[config.mk]
export PLATFORM = sky130hd
export DESIGN_NAME = pps_supervisor
export DESIGN_NICKNAME = d
export VERILOG_FILES = /design/src/pps_pkg.sv /design/src/pps_supervisor.sv
export SDC_FILE = /design/constraint.sdc
export NUM_CORES = 1
export LEC_CHECK = 0
export BUFFER_PORTS_ARGS = -buffer_cell sky130_fd_sc_hd__buf_4
export CORE_UTILIZATION = 45
export DETAILED_ROUTE_END_ITERATION = 16
export GPL_ROUTABILITY_DRIVEN = 0
export PLACE_DENSITY_LB_ADDON = 0.1
export SYNTH_ARGS = -nofsm -noshare
export SYNTH_HDL_FRONTEND = slang
export SYNTH_SLANG_ARGS = --single-unit
[constraint.sdc]
create_clock -name mclk -period 5.9 [get_ports mclk]
set_clock_uncertainty 0.1 [all_clocks]
set_input_delay 0.885 -clock mclk [delete_from_list [all_inputs] [get_ports mclk]]
set_output_delay 0.885 -clock mclk [all_outputs]
set_load 0.1 [all_outputs]
[src/pps_pkg.sv]
// ---------------------------------------------------------------------------
// Shared constants of the pump pressure supervisor.
// ---------------------------------------------------------------------------
package pps_pkg;

	// Clock and timebase.
	localparam int CLK_PERIOD_NS = 100;
	localparam int SEC_NS        = 1000000000;
	localparam int TICK_CYCLES   = SEC_NS / CLK_PERIOD_NS;

	// Pressure is carried in tenths of a bar.
	localparam logic [7:0] OVER_THR_DEF  = 8'h50;
	localparam logic [7:0] UNDER_THR_DEF = 8'h0A;
	localparam logic [7:0] UNDER_OFF_THR = 8'h00;

	// Shared detection delay default, in seconds.
	localparam logic [7:0] DETECT_DELAY_S_DEF = 8'h05;

	// Auto-clear delay of the pressure alarms, in seconds.
	localparam logic [7:0] AUTO_CLEAR_S = 8'h02;

	// Periodic base-load swap interval.
	localparam int          CYCLE_TIME_H = 6;
	localparam int          SEC_PER_HOUR = 3600;
	localparam logic [14:0] CYCLE_S      = 15'(CYCLE_TIME_H * SEC_PER_HOUR);

	// Pump and valve mode encodings.
	localparam logic       PUMP_OFF   = 1'b0;
	localparam logic       PUMP_AUTO  = 1'b1;
	localparam logic [1:0] VALVE_RAIN  = 2'h0;
	localparam logic [1:0] VALVE_FRESH = 2'h1;
	localparam logic [1:0] VALVE_AUTO  = 2'h2;

	// Error codes.
	localparam logic [3:0] ERR_NONE  = 4'h0;
	localparam logic [3:0] ERR_OVER  = 4'h1;
	localparam logic [3:0] ERR_UNDER = 4'h2;
	localparam logic [3:0] ERR_DRY   = 4'h3;

	// Counter widths.
	localparam int TICK_W = 24;
	localparam int SEC_W  = 8;
	localparam int CYC_W  = 15;
	localparam int DRY_W  = 16;

endpackage

[src/pps_supervisor.sv]
`timescale 1ns/1ps
// Summary of operation
// Overpressure is watched at all times.
// Overpressure alarm after threshold held for delay.
// Overpressure alarm switches off every pump.
// Overpressure shows code, lamp and collective fault.
// Overpressure clears itself shortly after pressure drops.
// Underpressure threshold zero disables underpressure watch.
// Underpressure judged only while a pump runs.
// Underpressure alarm after low pressure held for delay.
// Continue reaction: keep pumping, code only, auto-clear.
// Off reaction: stop pumps, lamp, fault, latched.
// Base-load role swaps at next activation after stop.
// Base-load pump swaps every six hours if enabled.
// Standby pump runs only when the other faults; the code also runs it when the other is in off mode.
// Standby pump still runs through cycling swaps.
// Tank low: auto-mode valves to fresh, count dry runs.
// Pressure-side dry run stops pumps, alarm, output opens.
// Contact reclosing before delay cancels the deactivation.
// Manual pump runs only while knob is held.
// Pump off/auto and valve rain/fresh/auto modes.
// Reset action offered only while an error exists.
// Pressure switch open stops pumps after set time.
// Auto-clear delay is a configurable constant.
module pps_supervisor #(
	parameter int TICK_CYCLES = pps_pkg::TICK_CYCLES
) (
	input  wire logic                      mclk,
	input  wire logic                      nrst,
	input  wire logic [7:0]                pressure,
	input  wire logic [7:0]                over_thr,
	input  wire logic [7:0]                under_thr,
	input  wire logic [7:0]                detect_delay_s,
	input  wire logic [7:0]                dry_delay_s,
	input  wire logic                      under_react_off,
	input  wire logic                      cycling_en,
	input  wire logic                      standby_en,
	input  wire logic                      two_pumps,
	input  wire logic [1:0]                pump_mode,
	input  wire logic [1:0]                valve1_mode,
	input  wire logic [1:0]                valve2_mode,
	input  wire logic                      demand_base,
	input  wire logic                      demand_peak,
	input  wire logic                      tank_low,
	input  wire logic                      press_sw_closed,
	input  wire logic [1:0]                pump_fault,
	input  wire logic [1:0]                manual_hold,
	input  wire logic                      err_reset,
	output logic      [1:0]                pump_run,
	output logic      [1:0]                valve_fresh,
	output logic                           fault_lamp,
	output logic                           collective_fault_output,
	output logic                           dry_run_out_closed,
	output logic      [3:0]                err_code,
	output logic                           err_reset_avail,
	output logic      [pps_pkg::DRY_W-1:0] dry_run_count,
	output logic                           base_pump
);

	// -----------------------------------------------------------------------
	// Functions
	// -----------------------------------------------------------------------

	// Decodes a valve mode into its position; auto follows the tank state.
	function automatic logic valve_pos(input logic [1:0] mode, input logic auto_fresh);
		logic pos;
		pos = 1'b0;
		case (mode)
			pps_pkg::VALVE_FRESH: pos = 1'b1;
			pps_pkg::VALVE_AUTO:  pos = auto_fresh;
			default:              pos = 1'b0;
		endcase
		return pos;
	endfunction

	// Saturating one-second step of a delay counter.
	function automatic logic [pps_pkg::SEC_W-1:0] sec_step(
		input logic [pps_pkg::SEC_W-1:0] cnt,
		input logic                      tick
	);
		logic [pps_pkg::SEC_W-1:0] nxt;
		nxt = cnt;
		if (tick && cnt != {pps_pkg::SEC_W{1'b1}})
			nxt = cnt + 1'b1;
		return nxt;
	endfunction

	// -----------------------------------------------------------------------
	// Timebase
	// -----------------------------------------------------------------------

	logic [pps_pkg::TICK_W-1:0] tick_cnt_q;
	logic [pps_pkg::TICK_W-1:0] tick_cnt_d;
	logic                       sec_tick_q;
	logic                       sec_tick_d;

	// Divides the clock down to a one-cycle pulse each second.
	always_comb
	begin
		tick_cnt_d = tick_cnt_q + 1'b1;
		sec_tick_d = 1'b0;
		if (tick_cnt_q == pps_pkg::TICK_W'(TICK_CYCLES - 1))
		begin
			tick_cnt_d = '0;
			sec_tick_d = 1'b1;
		end
	end

	// Registers the timebase.
	always_ff @(posedge mclk)
	begin
		if (!nrst)
		begin
			tick_cnt_q <= '0;
			sec_tick_q <= 1'b0;
		end
		else
		begin
			tick_cnt_q <= tick_cnt_d;
			sec_tick_q <= sec_tick_d;
		end
	end

	// -----------------------------------------------------------------------
	// Alarms
	// -----------------------------------------------------------------------

	logic [pps_pkg::SEC_W-1:0] over_cnt_q, over_cnt_d;
	logic [pps_pkg::SEC_W-1:0] under_cnt_q, under_cnt_d;
	logic [pps_pkg::SEC_W-1:0] dry_cnt_q, dry_cnt_d;
	logic                      over_alarm_q, over_alarm_d;
	logic                      under_alarm_q, under_alarm_d;
	logic                      under_latch_q, under_latch_d;
	logic                      dry_alarm_q, dry_alarm_d;
	logic                      tank_low_q, tank_low_d;
	logic [pps_pkg::DRY_W-1:0] dry_count_q, dry_count_d;
	logic                      above_over;
	logic                      below_under;
	logic                      under_watch;

	assign above_over  = pressure > over_thr;
	assign below_under = pressure < under_thr;
	assign under_watch = (under_thr != pps_pkg::UNDER_OFF_THR) && (pump_run != 2'b00);

	// Qualifies, latches and clears the pressure and dry-run alarms.
	always_comb
	begin
		over_cnt_d    = '0;
		under_cnt_d   = '0;
		dry_cnt_d     = '0;
		over_alarm_d  = over_alarm_q;
		under_alarm_d = under_alarm_q;
		under_latch_d = under_latch_q;
		dry_alarm_d   = dry_alarm_q;
		tank_low_d    = tank_low;
		dry_count_d   = dry_count_q;
		// Overpressure is judged regardless of pumps or settings.
		if (!over_alarm_q)
		begin
			if (above_over)
				over_cnt_d = sec_step(over_cnt_q, sec_tick_q);
			if (above_over && over_cnt_q >= detect_delay_s)
				over_alarm_d = 1'b1;
		end
		else if (!above_over)
		begin
			over_cnt_d = sec_step(over_cnt_q, sec_tick_q);
			if (over_cnt_q >= pps_pkg::AUTO_CLEAR_S)
				over_alarm_d = 1'b0;
		end
		// Underpressure qualification and reaction.
		if (!under_alarm_q)
		begin
			if (under_watch && below_under)
				under_cnt_d = sec_step(under_cnt_q, sec_tick_q);
			if (under_watch && below_under && under_cnt_q >= detect_delay_s)
			begin
				under_alarm_d = 1'b1;
				under_latch_d = under_react_off;
			end
		end
		else if (under_latch_q)
		begin
			if (err_reset)
				under_alarm_d = 1'b0;
		end
		else if (!below_under)
		begin
			under_cnt_d = sec_step(under_cnt_q, sec_tick_q);
			if (under_cnt_q >= pps_pkg::AUTO_CLEAR_S)
				under_alarm_d = 1'b0;
		end
		// Pressure-side dry run; a reclosed contact cancels or resets it.
		if (press_sw_closed)
			dry_alarm_d = 1'b0;
		else if (!dry_alarm_q)
		begin
			dry_cnt_d = sec_step(dry_cnt_q, sec_tick_q);
			if (dry_cnt_q >= dry_delay_s)
				dry_alarm_d = 1'b1;
		end
		// Counts each fall of the tank below its dry-run level.
		if (tank_low && !tank_low_q)
			dry_count_d = dry_count_q + 1'b1;
	end

	// Registers the alarm state.
	always_ff @(posedge mclk)
	begin
		if (!nrst)
		begin
			over_cnt_q    <= '0;
			under_cnt_q   <= '0;
			dry_cnt_q     <= '0;
			over_alarm_q  <= 1'b0;
			under_alarm_q <= 1'b0;
			under_latch_q <= 1'b0;
			dry_alarm_q   <= 1'b0;
			tank_low_q    <= 1'b0;
			dry_count_q   <= '0;
		end
		else
		begin
			over_cnt_q    <= over_cnt_d;
			under_cnt_q   <= under_cnt_d;
			dry_cnt_q     <= dry_cnt_d;
			over_alarm_q  <= over_alarm_d;
			under_alarm_q <= under_alarm_d;
			under_latch_q <= under_latch_d;
			dry_alarm_q   <= dry_alarm_d;
			tank_low_q    <= tank_low_d;
			dry_count_q   <= dry_count_d;
		end
	end

	// -----------------------------------------------------------------------
	// Pump and valve control
	// -----------------------------------------------------------------------

	logic                      base_q, base_d;
	logic                      off_seen_q, off_seen_d;
	logic [pps_pkg::CYC_W-1:0] cyc_cnt_q, cyc_cnt_d;
	logic [1:0]                run_q, run_d;
	logic [1:0]                valve_q, valve_d;
	logic [1:0]                avail;
	logic [1:0]                want;
	logic                      stop_all;
	logic                      lamp_d;
	logic [3:0]                code_d;

	// A pump is usable in automatic mode when present and not faulted.
	genvar gi;
	generate
		for (gi = 0; gi < 2; gi++)
		begin : g_avail
			assign avail[gi] = (pump_mode[gi] == pps_pkg::PUMP_AUTO) && !pump_fault[gi]
				&& (gi == 0 || two_pumps);
		end
	endgenerate

	assign stop_all = over_alarm_q || (under_alarm_q && under_latch_q) || dry_alarm_q;

	// Assigns pump roles, runs the pumps and positions the valves.
	always_comb
	begin
		base_d     = base_q;
		off_seen_d = off_seen_q;
		cyc_cnt_d  = cyc_cnt_q;
		want       = 2'b00;
		// Periodic base-load swap.
		if (cycling_en && two_pumps)
		begin
			if (sec_tick_q)
				cyc_cnt_d = cyc_cnt_q + 1'b1;
			if (cyc_cnt_q >= pps_pkg::CYCLE_S - 1'b1 && sec_tick_q)
			begin
				cyc_cnt_d = '0;
				base_d    = !base_q;
			end
		end
		else
			cyc_cnt_d = '0;
		// Swap roles on the first demand after a full stop.
		if (run_q == 2'b00)
			off_seen_d = 1'b1;
		if (demand_base && off_seen_q && two_pumps)
		begin
			base_d     = !base_q;
			off_seen_d = 1'b0;
		end
		// Demand by role; the standby pump only covers a partner that is faulted or in off mode.
		if (demand_base)
		begin
			if (avail[base_q])
				want[base_q] = 1'b1;
			else if (two_pumps && avail[!base_q])
				want[!base_q] = 1'b1;
		end
		if (demand_peak && !standby_en && two_pumps && avail[!base_q])
			want[!base_q] = 1'b1;
		// Held knob overrides the mode; release falls back to it.
		run_d = (want | manual_hold) & ~pump_fault;
		if (!two_pumps)
			run_d[1] = 1'b0;
		if (stop_all)
			run_d = 2'b00;
		// Valves in auto mode go to fresh water as soon as the tank runs low.
		valve_d[0] = valve_pos(valve1_mode, tank_low);
		valve_d[1] = valve_pos(valve2_mode, tank_low);
		// Fault lamp and code; continue-mode underpressure shows code only.
		lamp_d = stop_all;
		code_d = pps_pkg::ERR_NONE;
		if (over_alarm_q)
			code_d = pps_pkg::ERR_OVER;
		else if (dry_alarm_q)
			code_d = pps_pkg::ERR_DRY;
		else if (under_alarm_q)
			code_d = pps_pkg::ERR_UNDER;
	end

	// Registers the pump and valve state and the operator outputs.
	always_ff @(posedge mclk)
	begin
		if (!nrst)
		begin
			base_q                  <= 1'b0;
			off_seen_q              <= 1'b0;
			cyc_cnt_q               <= '0;
			run_q                   <= 2'b00;
			valve_q                 <= 2'b00;
			fault_lamp              <= 1'b0;
			collective_fault_output <= 1'b0;
			dry_run_out_closed      <= 1'b0;
			err_code                <= pps_pkg::ERR_NONE;
			err_reset_avail         <= 1'b0;
		end
		else
		begin
			base_q                  <= base_d;
			off_seen_q              <= off_seen_d;
			cyc_cnt_q               <= cyc_cnt_d;
			run_q                   <= run_d;
			valve_q                 <= valve_d;
			fault_lamp              <= lamp_d;
			collective_fault_output <= lamp_d;
			dry_run_out_closed      <= !dry_alarm_d;
			err_code                <= code_d;
			err_reset_avail         <= code_d != pps_pkg::ERR_NONE;
		end
	end

	assign pump_run      = run_q;
	assign valve_fresh   = valve_q;
	assign dry_run_count = dry_count_q;
	assign base_pump     = base_q;

endmodule
After elaboration in Yosys (flattened, before gate mapping)
Cells that the tools add are included.
Storage, ports and cells
  input bits: 61
  output and inout bits: 29
  register bits: 98
Operators by class
  equal/unequal tests: 8
  mux-type cells: 43
  reduce and logical (&&, ||, !) cells: 44
  add/subtract/negate cells: 6
  bitwise gates (word level): 8
  magnitude comparators: 12
Operator list (number)
  8-bit 2-to-1 mux: 9
  24-bit by 1-bit adder with 24-bit output, second input constant: 1
  8-bit by 1-bit adder with 8-bit output, second input constant: 3
  24-bit equality test, second input constant: 1
  8-bit greater-or-equal comparator: 3
  8-bit inequality test, second input constant: 3
  1-bit 2-to-1 mux: 23
  1-bit logical AND: 22
  16-bit by 1-bit adder with 16-bit output, second input constant: 1
  8-bit by 2-bit greater-or-equal comparator with 1-bit output, second input constant: 2
  15-bit by 1-bit adder with 15-bit output, second input constant: 1
  15-bit greater-or-equal comparator, second input constant: 1
  2-bit 2-to-1 mux: 7
  3-bit OR reduction: 3
  8-bit greater-than comparator: 1
  8-bit less-than comparator: 1
  8-bit nonzero test: 1
  1-bit logical NOT: 6
  2-bit nonzero test: 3
  2-bit OR reduction: 3
  2-bit by 1-bit equality test with 1-bit output, second input constant: 2
  2-bit equality test, second input constant: 2
  1-bit by 2-bit less-than comparator with 1-bit output, second input constant: 2
  1-bit inverter: 4
  10 further kinds: 16

Longest topological paths before layout
  depth after elaboration: 13
  depth in mapped cells: 8
  mapped depth without buffers: 7

Least setup slack after synthesis
No wires, ideal clock.
  path kind: input -> register
  from: in under_thr[1]
  to: reg under_cnt_q[6] in the netlist's numbering
  setup time: 0.114 ns
  stages: 6
  buffers on the path: 0
  path slack: 3.349 ns
  data arrival time: 2.337 ns
  path through: inv_1 ha_1 a2111o_1 a21oi_1 mux2_2 a2111oi_0
Between the ends
  longest elaborated chain between the ends: 5
Ends and longest elaborated chain
  start, declared: RTL line pps_supervisor.sv:32  | input wire logic [7:0] under_thr,
  parallel branches: the longest is 4 deep, another holds 8-bit less-than comparator
  8-bit 2-to-1 mux (*): RTL line pps_supervisor.sv:172  | if (!under_alarm_q)
  end signal, assigned: RTL line pps_supervisor.sv:225  | under_cnt_q <= under_cnt_d;
  end, declared: RTL line pps_supervisor.sv:129  | logic [pps_pkg::SEC_W-1:0] under_cnt_q, under_cnt_d;
Mark *: on every way between the ends.
A chain may end at the register's enable or synchronous reset.

Worst setup path after layout
  from: reg tick_cnt_q[0] in the netlist's numbering
  to: reg tick_cnt_q[18] in the netlist's numbering
Between the ends
  longest elaborated chain between the ends: 2
Ends and longest elaborated chain
  start, declared: RTL line pps_supervisor.sv:92  | logic [pps_pkg::TICK_W-1:0] tick_cnt_q;
  start signal, assigned: RTL line pps_supervisor.sv:119  | tick_cnt_q <= tick_cnt_d;
  parallel branches: the longest is 2 deep, another holds 24-bit by 1-bit adder with 24-bit output
Parallel ways; which one is timed is not known.

==> results.rst <==
.. list-table::
   :header-rows: 1

   * - Metric
     - Value
   * - Number of enable-type register cells in the synthesized netlist
     - 0
   * - Total number of clock tree sinks
     - 96
   * - Hold-fix buffers, CTS
     - 0
   * - Vias per cell
     - 5.315
   * - Top post-synthesis cells by area
     - sky130_fd_sc_hd__dfxtp_1 36%, sky130_fd_sc_hd__ha_1 12%, sky130_fd_sc_hd__nor2_1 6.3%, sky130_fd_sc_hd__xnor2_1 6.3%, sky130_fd_sc_hd__xor2_1 4.3%
   * - # port buffers
     - 87
   * - Final-layout worst hold slack
     - 0.3619 ns
   * - Root Driver
     - sky130_fd_sc_hd__clkbuf_16
   * - Period utilization
     - 0.4454
   * - Die width
     - 110.8 um
   * - Clock tree from TritonCTS
     - yes
   * - CP startpoint kind
     - flop
   * - Final HPWL DP
     - 8590 um
   * - Largest fanout on the critical path
     - 24
   * - Max transition margin
     - 0.2576
   * - Clock transition at the register clock pins on the worst setup and hold paths after CTS
     - 0.07 ns
   * - Drt first pass iters
     - 4
   * - Max_cap viols
     - 0
   * - Max VDD drop
     - 0.1466 mV
   * - Starting DRC count in detailed routing
     - 228
   * - Required time of the worst setup path
     - 5.99 ns
   * - Status
     - finished, final reports clean
   * - Final-report setup violation count
     - 0
   * - Register area share after synthesis
     - 0.3611
   * - Measured slew at the worst slew-check pin
     - 1.113 ns
   * - Min-Delay Path Class
     - flop to flop
   * - Net total in the final layout
     - 824
   * - Buffer levels on the longest clock path
     - 2
   * - DRT antenna net count
     - 0
   * - Average instance area after synthesis
     - 8.449 um2
   * - Proportion of netlist area held by the largest area contributor
     - 0.3611
   * - Number of standard cells in the layout, taps in and fillers out
     - 860
   * - Number of diodes added for antenna fixing
     - 0
   * - Count of filler cells inserted in the layout
     - 1069
   * - Initial antenna violation count
     - 0
   * - Number of top-level pins
     - 90
   * - Power density of the placed cells
     - 223.2 mW/mm2
   * - Total Routed Length
     - 11200 um
   * - Overall overflow remaining after global route
     - 0
   * - FF+latch count, synth
     - 96
   * - Total leakage power
     - 2.603 nW
   * - Total number of vias
     - 4571
   * - Area of the mapped netlist
     - 0.005323 mm2
   * - First-pass GRT wire length
     - 19310 um
   * - Share of synthesized flip-flops with an asynchronous set or reset
     - 0
   * - Peak Freq
     - 380.5 MHz
   * - Combined flip-flop and latch cell area
     - 0.001922 mm2
   * - Footprint of the multi-input gates
     - 0.003095 mm2
   * - Number of synthesis warnings
     - 0
   * - Total track usage
     - 0.1890
   * - Post-synthesis cell type with the largest combined area
     - sky130_fd_sc_hd__dfxtp_1
   * - Die Area
     - 0.01227 mm2
   * - CP endpoint kind
     - flop
   * - Crit path time final
     - 2.628 ns
   * - Cells after synthesis
     - 630
   * - TritonCTS buffer count
     - 9
   * - Slew Viols, Final
     - 0
   * - Total Neg Setup Slack
     - 0 ns
   * - Detailed-route DRC error count
     - 0
   * - Wire per inst
     - 13.02 um
   * - H-tree Lvls
     - 3
   * - Number of resized instances in the post-cts repair step
     - 0
   * - Post-synth top flop
     - sky130_fd_sc_hd__dfxtp_1
   * - RSZ-0062 raised after global routing
     - no
   * - Floorplan row count
     - 39
   * - Starting Density
     - 0.4642
   * - Post-CTS setup-driven buffer insertion count
     - 0
   * - Core region area
     - 0.01147 mm2
   * - Post-synthesis to final-layout area growth
     - 19.86%
   * - Unique cell type count in the Yosys netlist
     - 57
   * - Proportion of layout cells with a drive suffix above 1
     - 0.1562
   * - Y dimension of the die
     - 110.8 um
   * - Via count of the first global-routing pass
     - 4368
   * - Arrival time of data at the critical path endpoint
     - 2.72 ns
   * - Maximum number of pins on one net before global-route repair
     - 41
   * - Placed Cells incl. Taps
     - 844
   * - Type of the worst setup path
     - flop to flop
   * - Clock latency on the worst-skew pair
     - 0.34 ns
   * - Hold Violations, Final
     - 0
-- area by class of cell --
cell class | instances | area share
Clock buffer | 9 | 0.03530
Clock inverter | 7 | 0.01490
Inverter | 54 | 0.03177
Multi-Input combinational cell | 463 | 0.4852
Sequential cell | 96 | 0.3012
Tap cell | 143 | 0.02804
Timing Repair Buffer | 88 | 0.1035
-- path summary, 6_finish.rpt --
path,from,cells after the start,slack (ns),end
min,tick_cnt_q[0],1,0.36,tick_cnt_q[0]
max reg2reg,tick_cnt_q[0],6,3.27,tick_cnt_q[18]
min reg2reg,tick_cnt_q[0],1,0.36,tick_cnt_q[0]
max,tick_cnt_q[0],6,3.27,tick_cnt_q[18]
-- stage by stage --
step	instance area, um2	power [W]	worst slack [ns]	utilization
finish	6380	0.001424	3.272	0.5564
global route	6380	0.001484	3.014	0.5564
detailed placement	6060	0.0008172	3.095	0.5284
global placement	6060	0.0008126	3.118	0.5284
floorplan	5326	0.0007623	3.349	-
CTS	6380	0.001445	3.233	0.5564
-- logic make-up after synthesis --
logic type,Yosys count,share of synthesized area
compound gates,85,0.1006
xor+xnor,64,0.1053
fa+ha+maj,51,0.1199
buf+inv,72,0.05806
flops,96,0.3611
mux,5,0.009638
other cells,1,0.0007045
simple gates,256,0.2447
-- worst max-delay path, cell delays in order (launching register included) --
cell                       delay [ns]
sky130_fd_sc_hd__dfxtp_1         0.37
sky130_fd_sc_hd__ha_1            0.21
sky130_fd_sc_hd__nand4_1         0.16
sky130_fd_sc_hd__or4b_1          0.53
sky130_fd_sc_hd__nor4_1          0.21
sky130_fd_sc_hd__nand2b_1        0.76
sky130_fd_sc_hd__nor2_1          0.12
-- cells in the final DEF, fill, tap and decap left out, types with 10 or more instances in the layout --
cell type                 synthesis  routed
sky130_fd_sc_hd__nor4_1          11      11
sky130_fd_sc_hd__nand3_1         25      25
sky130_fd_sc_hd__xor2_1          26      26
sky130_fd_sc_hd__a21oi_1         30      30
sky130_fd_sc_hd__ha_1            51      51
sky130_fd_sc_hd__nand4_1         23      23
sky130_fd_sc_hd__and3_1          10      10
sky130_fd_sc_hd__xnor2_1         38      38
sky130_fd_sc_hd__inv_1           54      54
sky130_fd_sc_hd__dfxtp_1         96      96
sky130_fd_sc_hd__o21ai_0         19      19
sky130_fd_sc_hd__nor3_1          25      25
sky130_fd_sc_hd__nor2_1          89      89
sky130_fd_sc_hd__buf_4            4      88
sky130_fd_sc_hd__nand2_1         31      31
-- synth_stat cells (2+ instances only) --
master,n
sky130_fd_sc_hd__and4_1,5
sky130_fd_sc_hd__nand4_1,23
sky130_fd_sc_hd__inv_1,54
sky130_fd_sc_hd__xnor2_1,38
sky130_fd_sc_hd__and3_1,10
sky130_fd_sc_hd__nand2b_1,8
sky130_fd_sc_hd__mux2i_1,4
sky130_fd_sc_hd__o2111ai_1,2
sky130_fd_sc_hd__clkbuf_1,8
sky130_fd_sc_hd__buf_1,2
sky130_fd_sc_hd__buf_4,4
sky130_fd_sc_hd__xor2_1,26
sky130_fd_sc_hd__o31ai_1,2
sky130_fd_sc_hd__a21o_1,4
sky130_fd_sc_hd__o21ai_0,19
sky130_fd_sc_hd__nor4_1,11
sky130_fd_sc_hd__nand2_1,31
sky130_fd_sc_hd__nor2_1,89
sky130_fd_sc_hd__or3_1,6
sky130_fd_sc_hd__nor3_1,25
sky130_fd_sc_hd__a2111oi_0,3
sky130_fd_sc_hd__a21oi_1,30
sky130_fd_sc_hd__o211ai_1,3
sky130_fd_sc_hd__o21a_1,2
sky130_fd_sc_hd__ha_1,51
sky130_fd_sc_hd__buf_6,3
sky130_fd_sc_hd__dfxtp_1,96
sky130_fd_sc_hd__nor3b_1,4
sky130_fd_sc_hd__a41oi_1,2
sky130_fd_sc_hd__and2_1,4
sky130_fd_sc_hd__nor2b_1,4
sky130_fd_sc_hd__nand3_1,25
sky130_fd_sc_hd__a211oi_1,8
-- metal layers --
| layer | global-route usage | part of all wire | up-vias | wire (um) |
|---|---|---|---|---|
| met2 | 0.3337 | 0.49 | 82 | 5464 |
| met4 | 0.05156 | 0.010 | 0 | 116 |
| met5 | 0 | 0 | - | 0 |
| met3 | 0.03827 | 0.037 | 10 | 420 |
| li1 | - | - | 2348 | - |
| met1 | 0.2321 | 0.46 | 2131 | 5199 |
-- state kept, by name (all words and copies together), names as in the netlist, 2 cells and up --
name           flops
tick_cnt_q        24
dry_run_count     16
cyc_cnt_q         15
dry_cnt_q          8
over_cnt_q         8
under_cnt_q        8
err_code           2
pump_run           2
valve_fresh        2
-- where the power goes --
group	total, W	internal [W]	switching, W
logic	0.000143	0.0000575	0.0000852
registers	0.000659	0.000654	0.00000469
clock network	0.000623	0.000372	0.000251
total	0.00142	0.00108	0.000340
No activity file was read; power rests on OpenSTA's default activity.
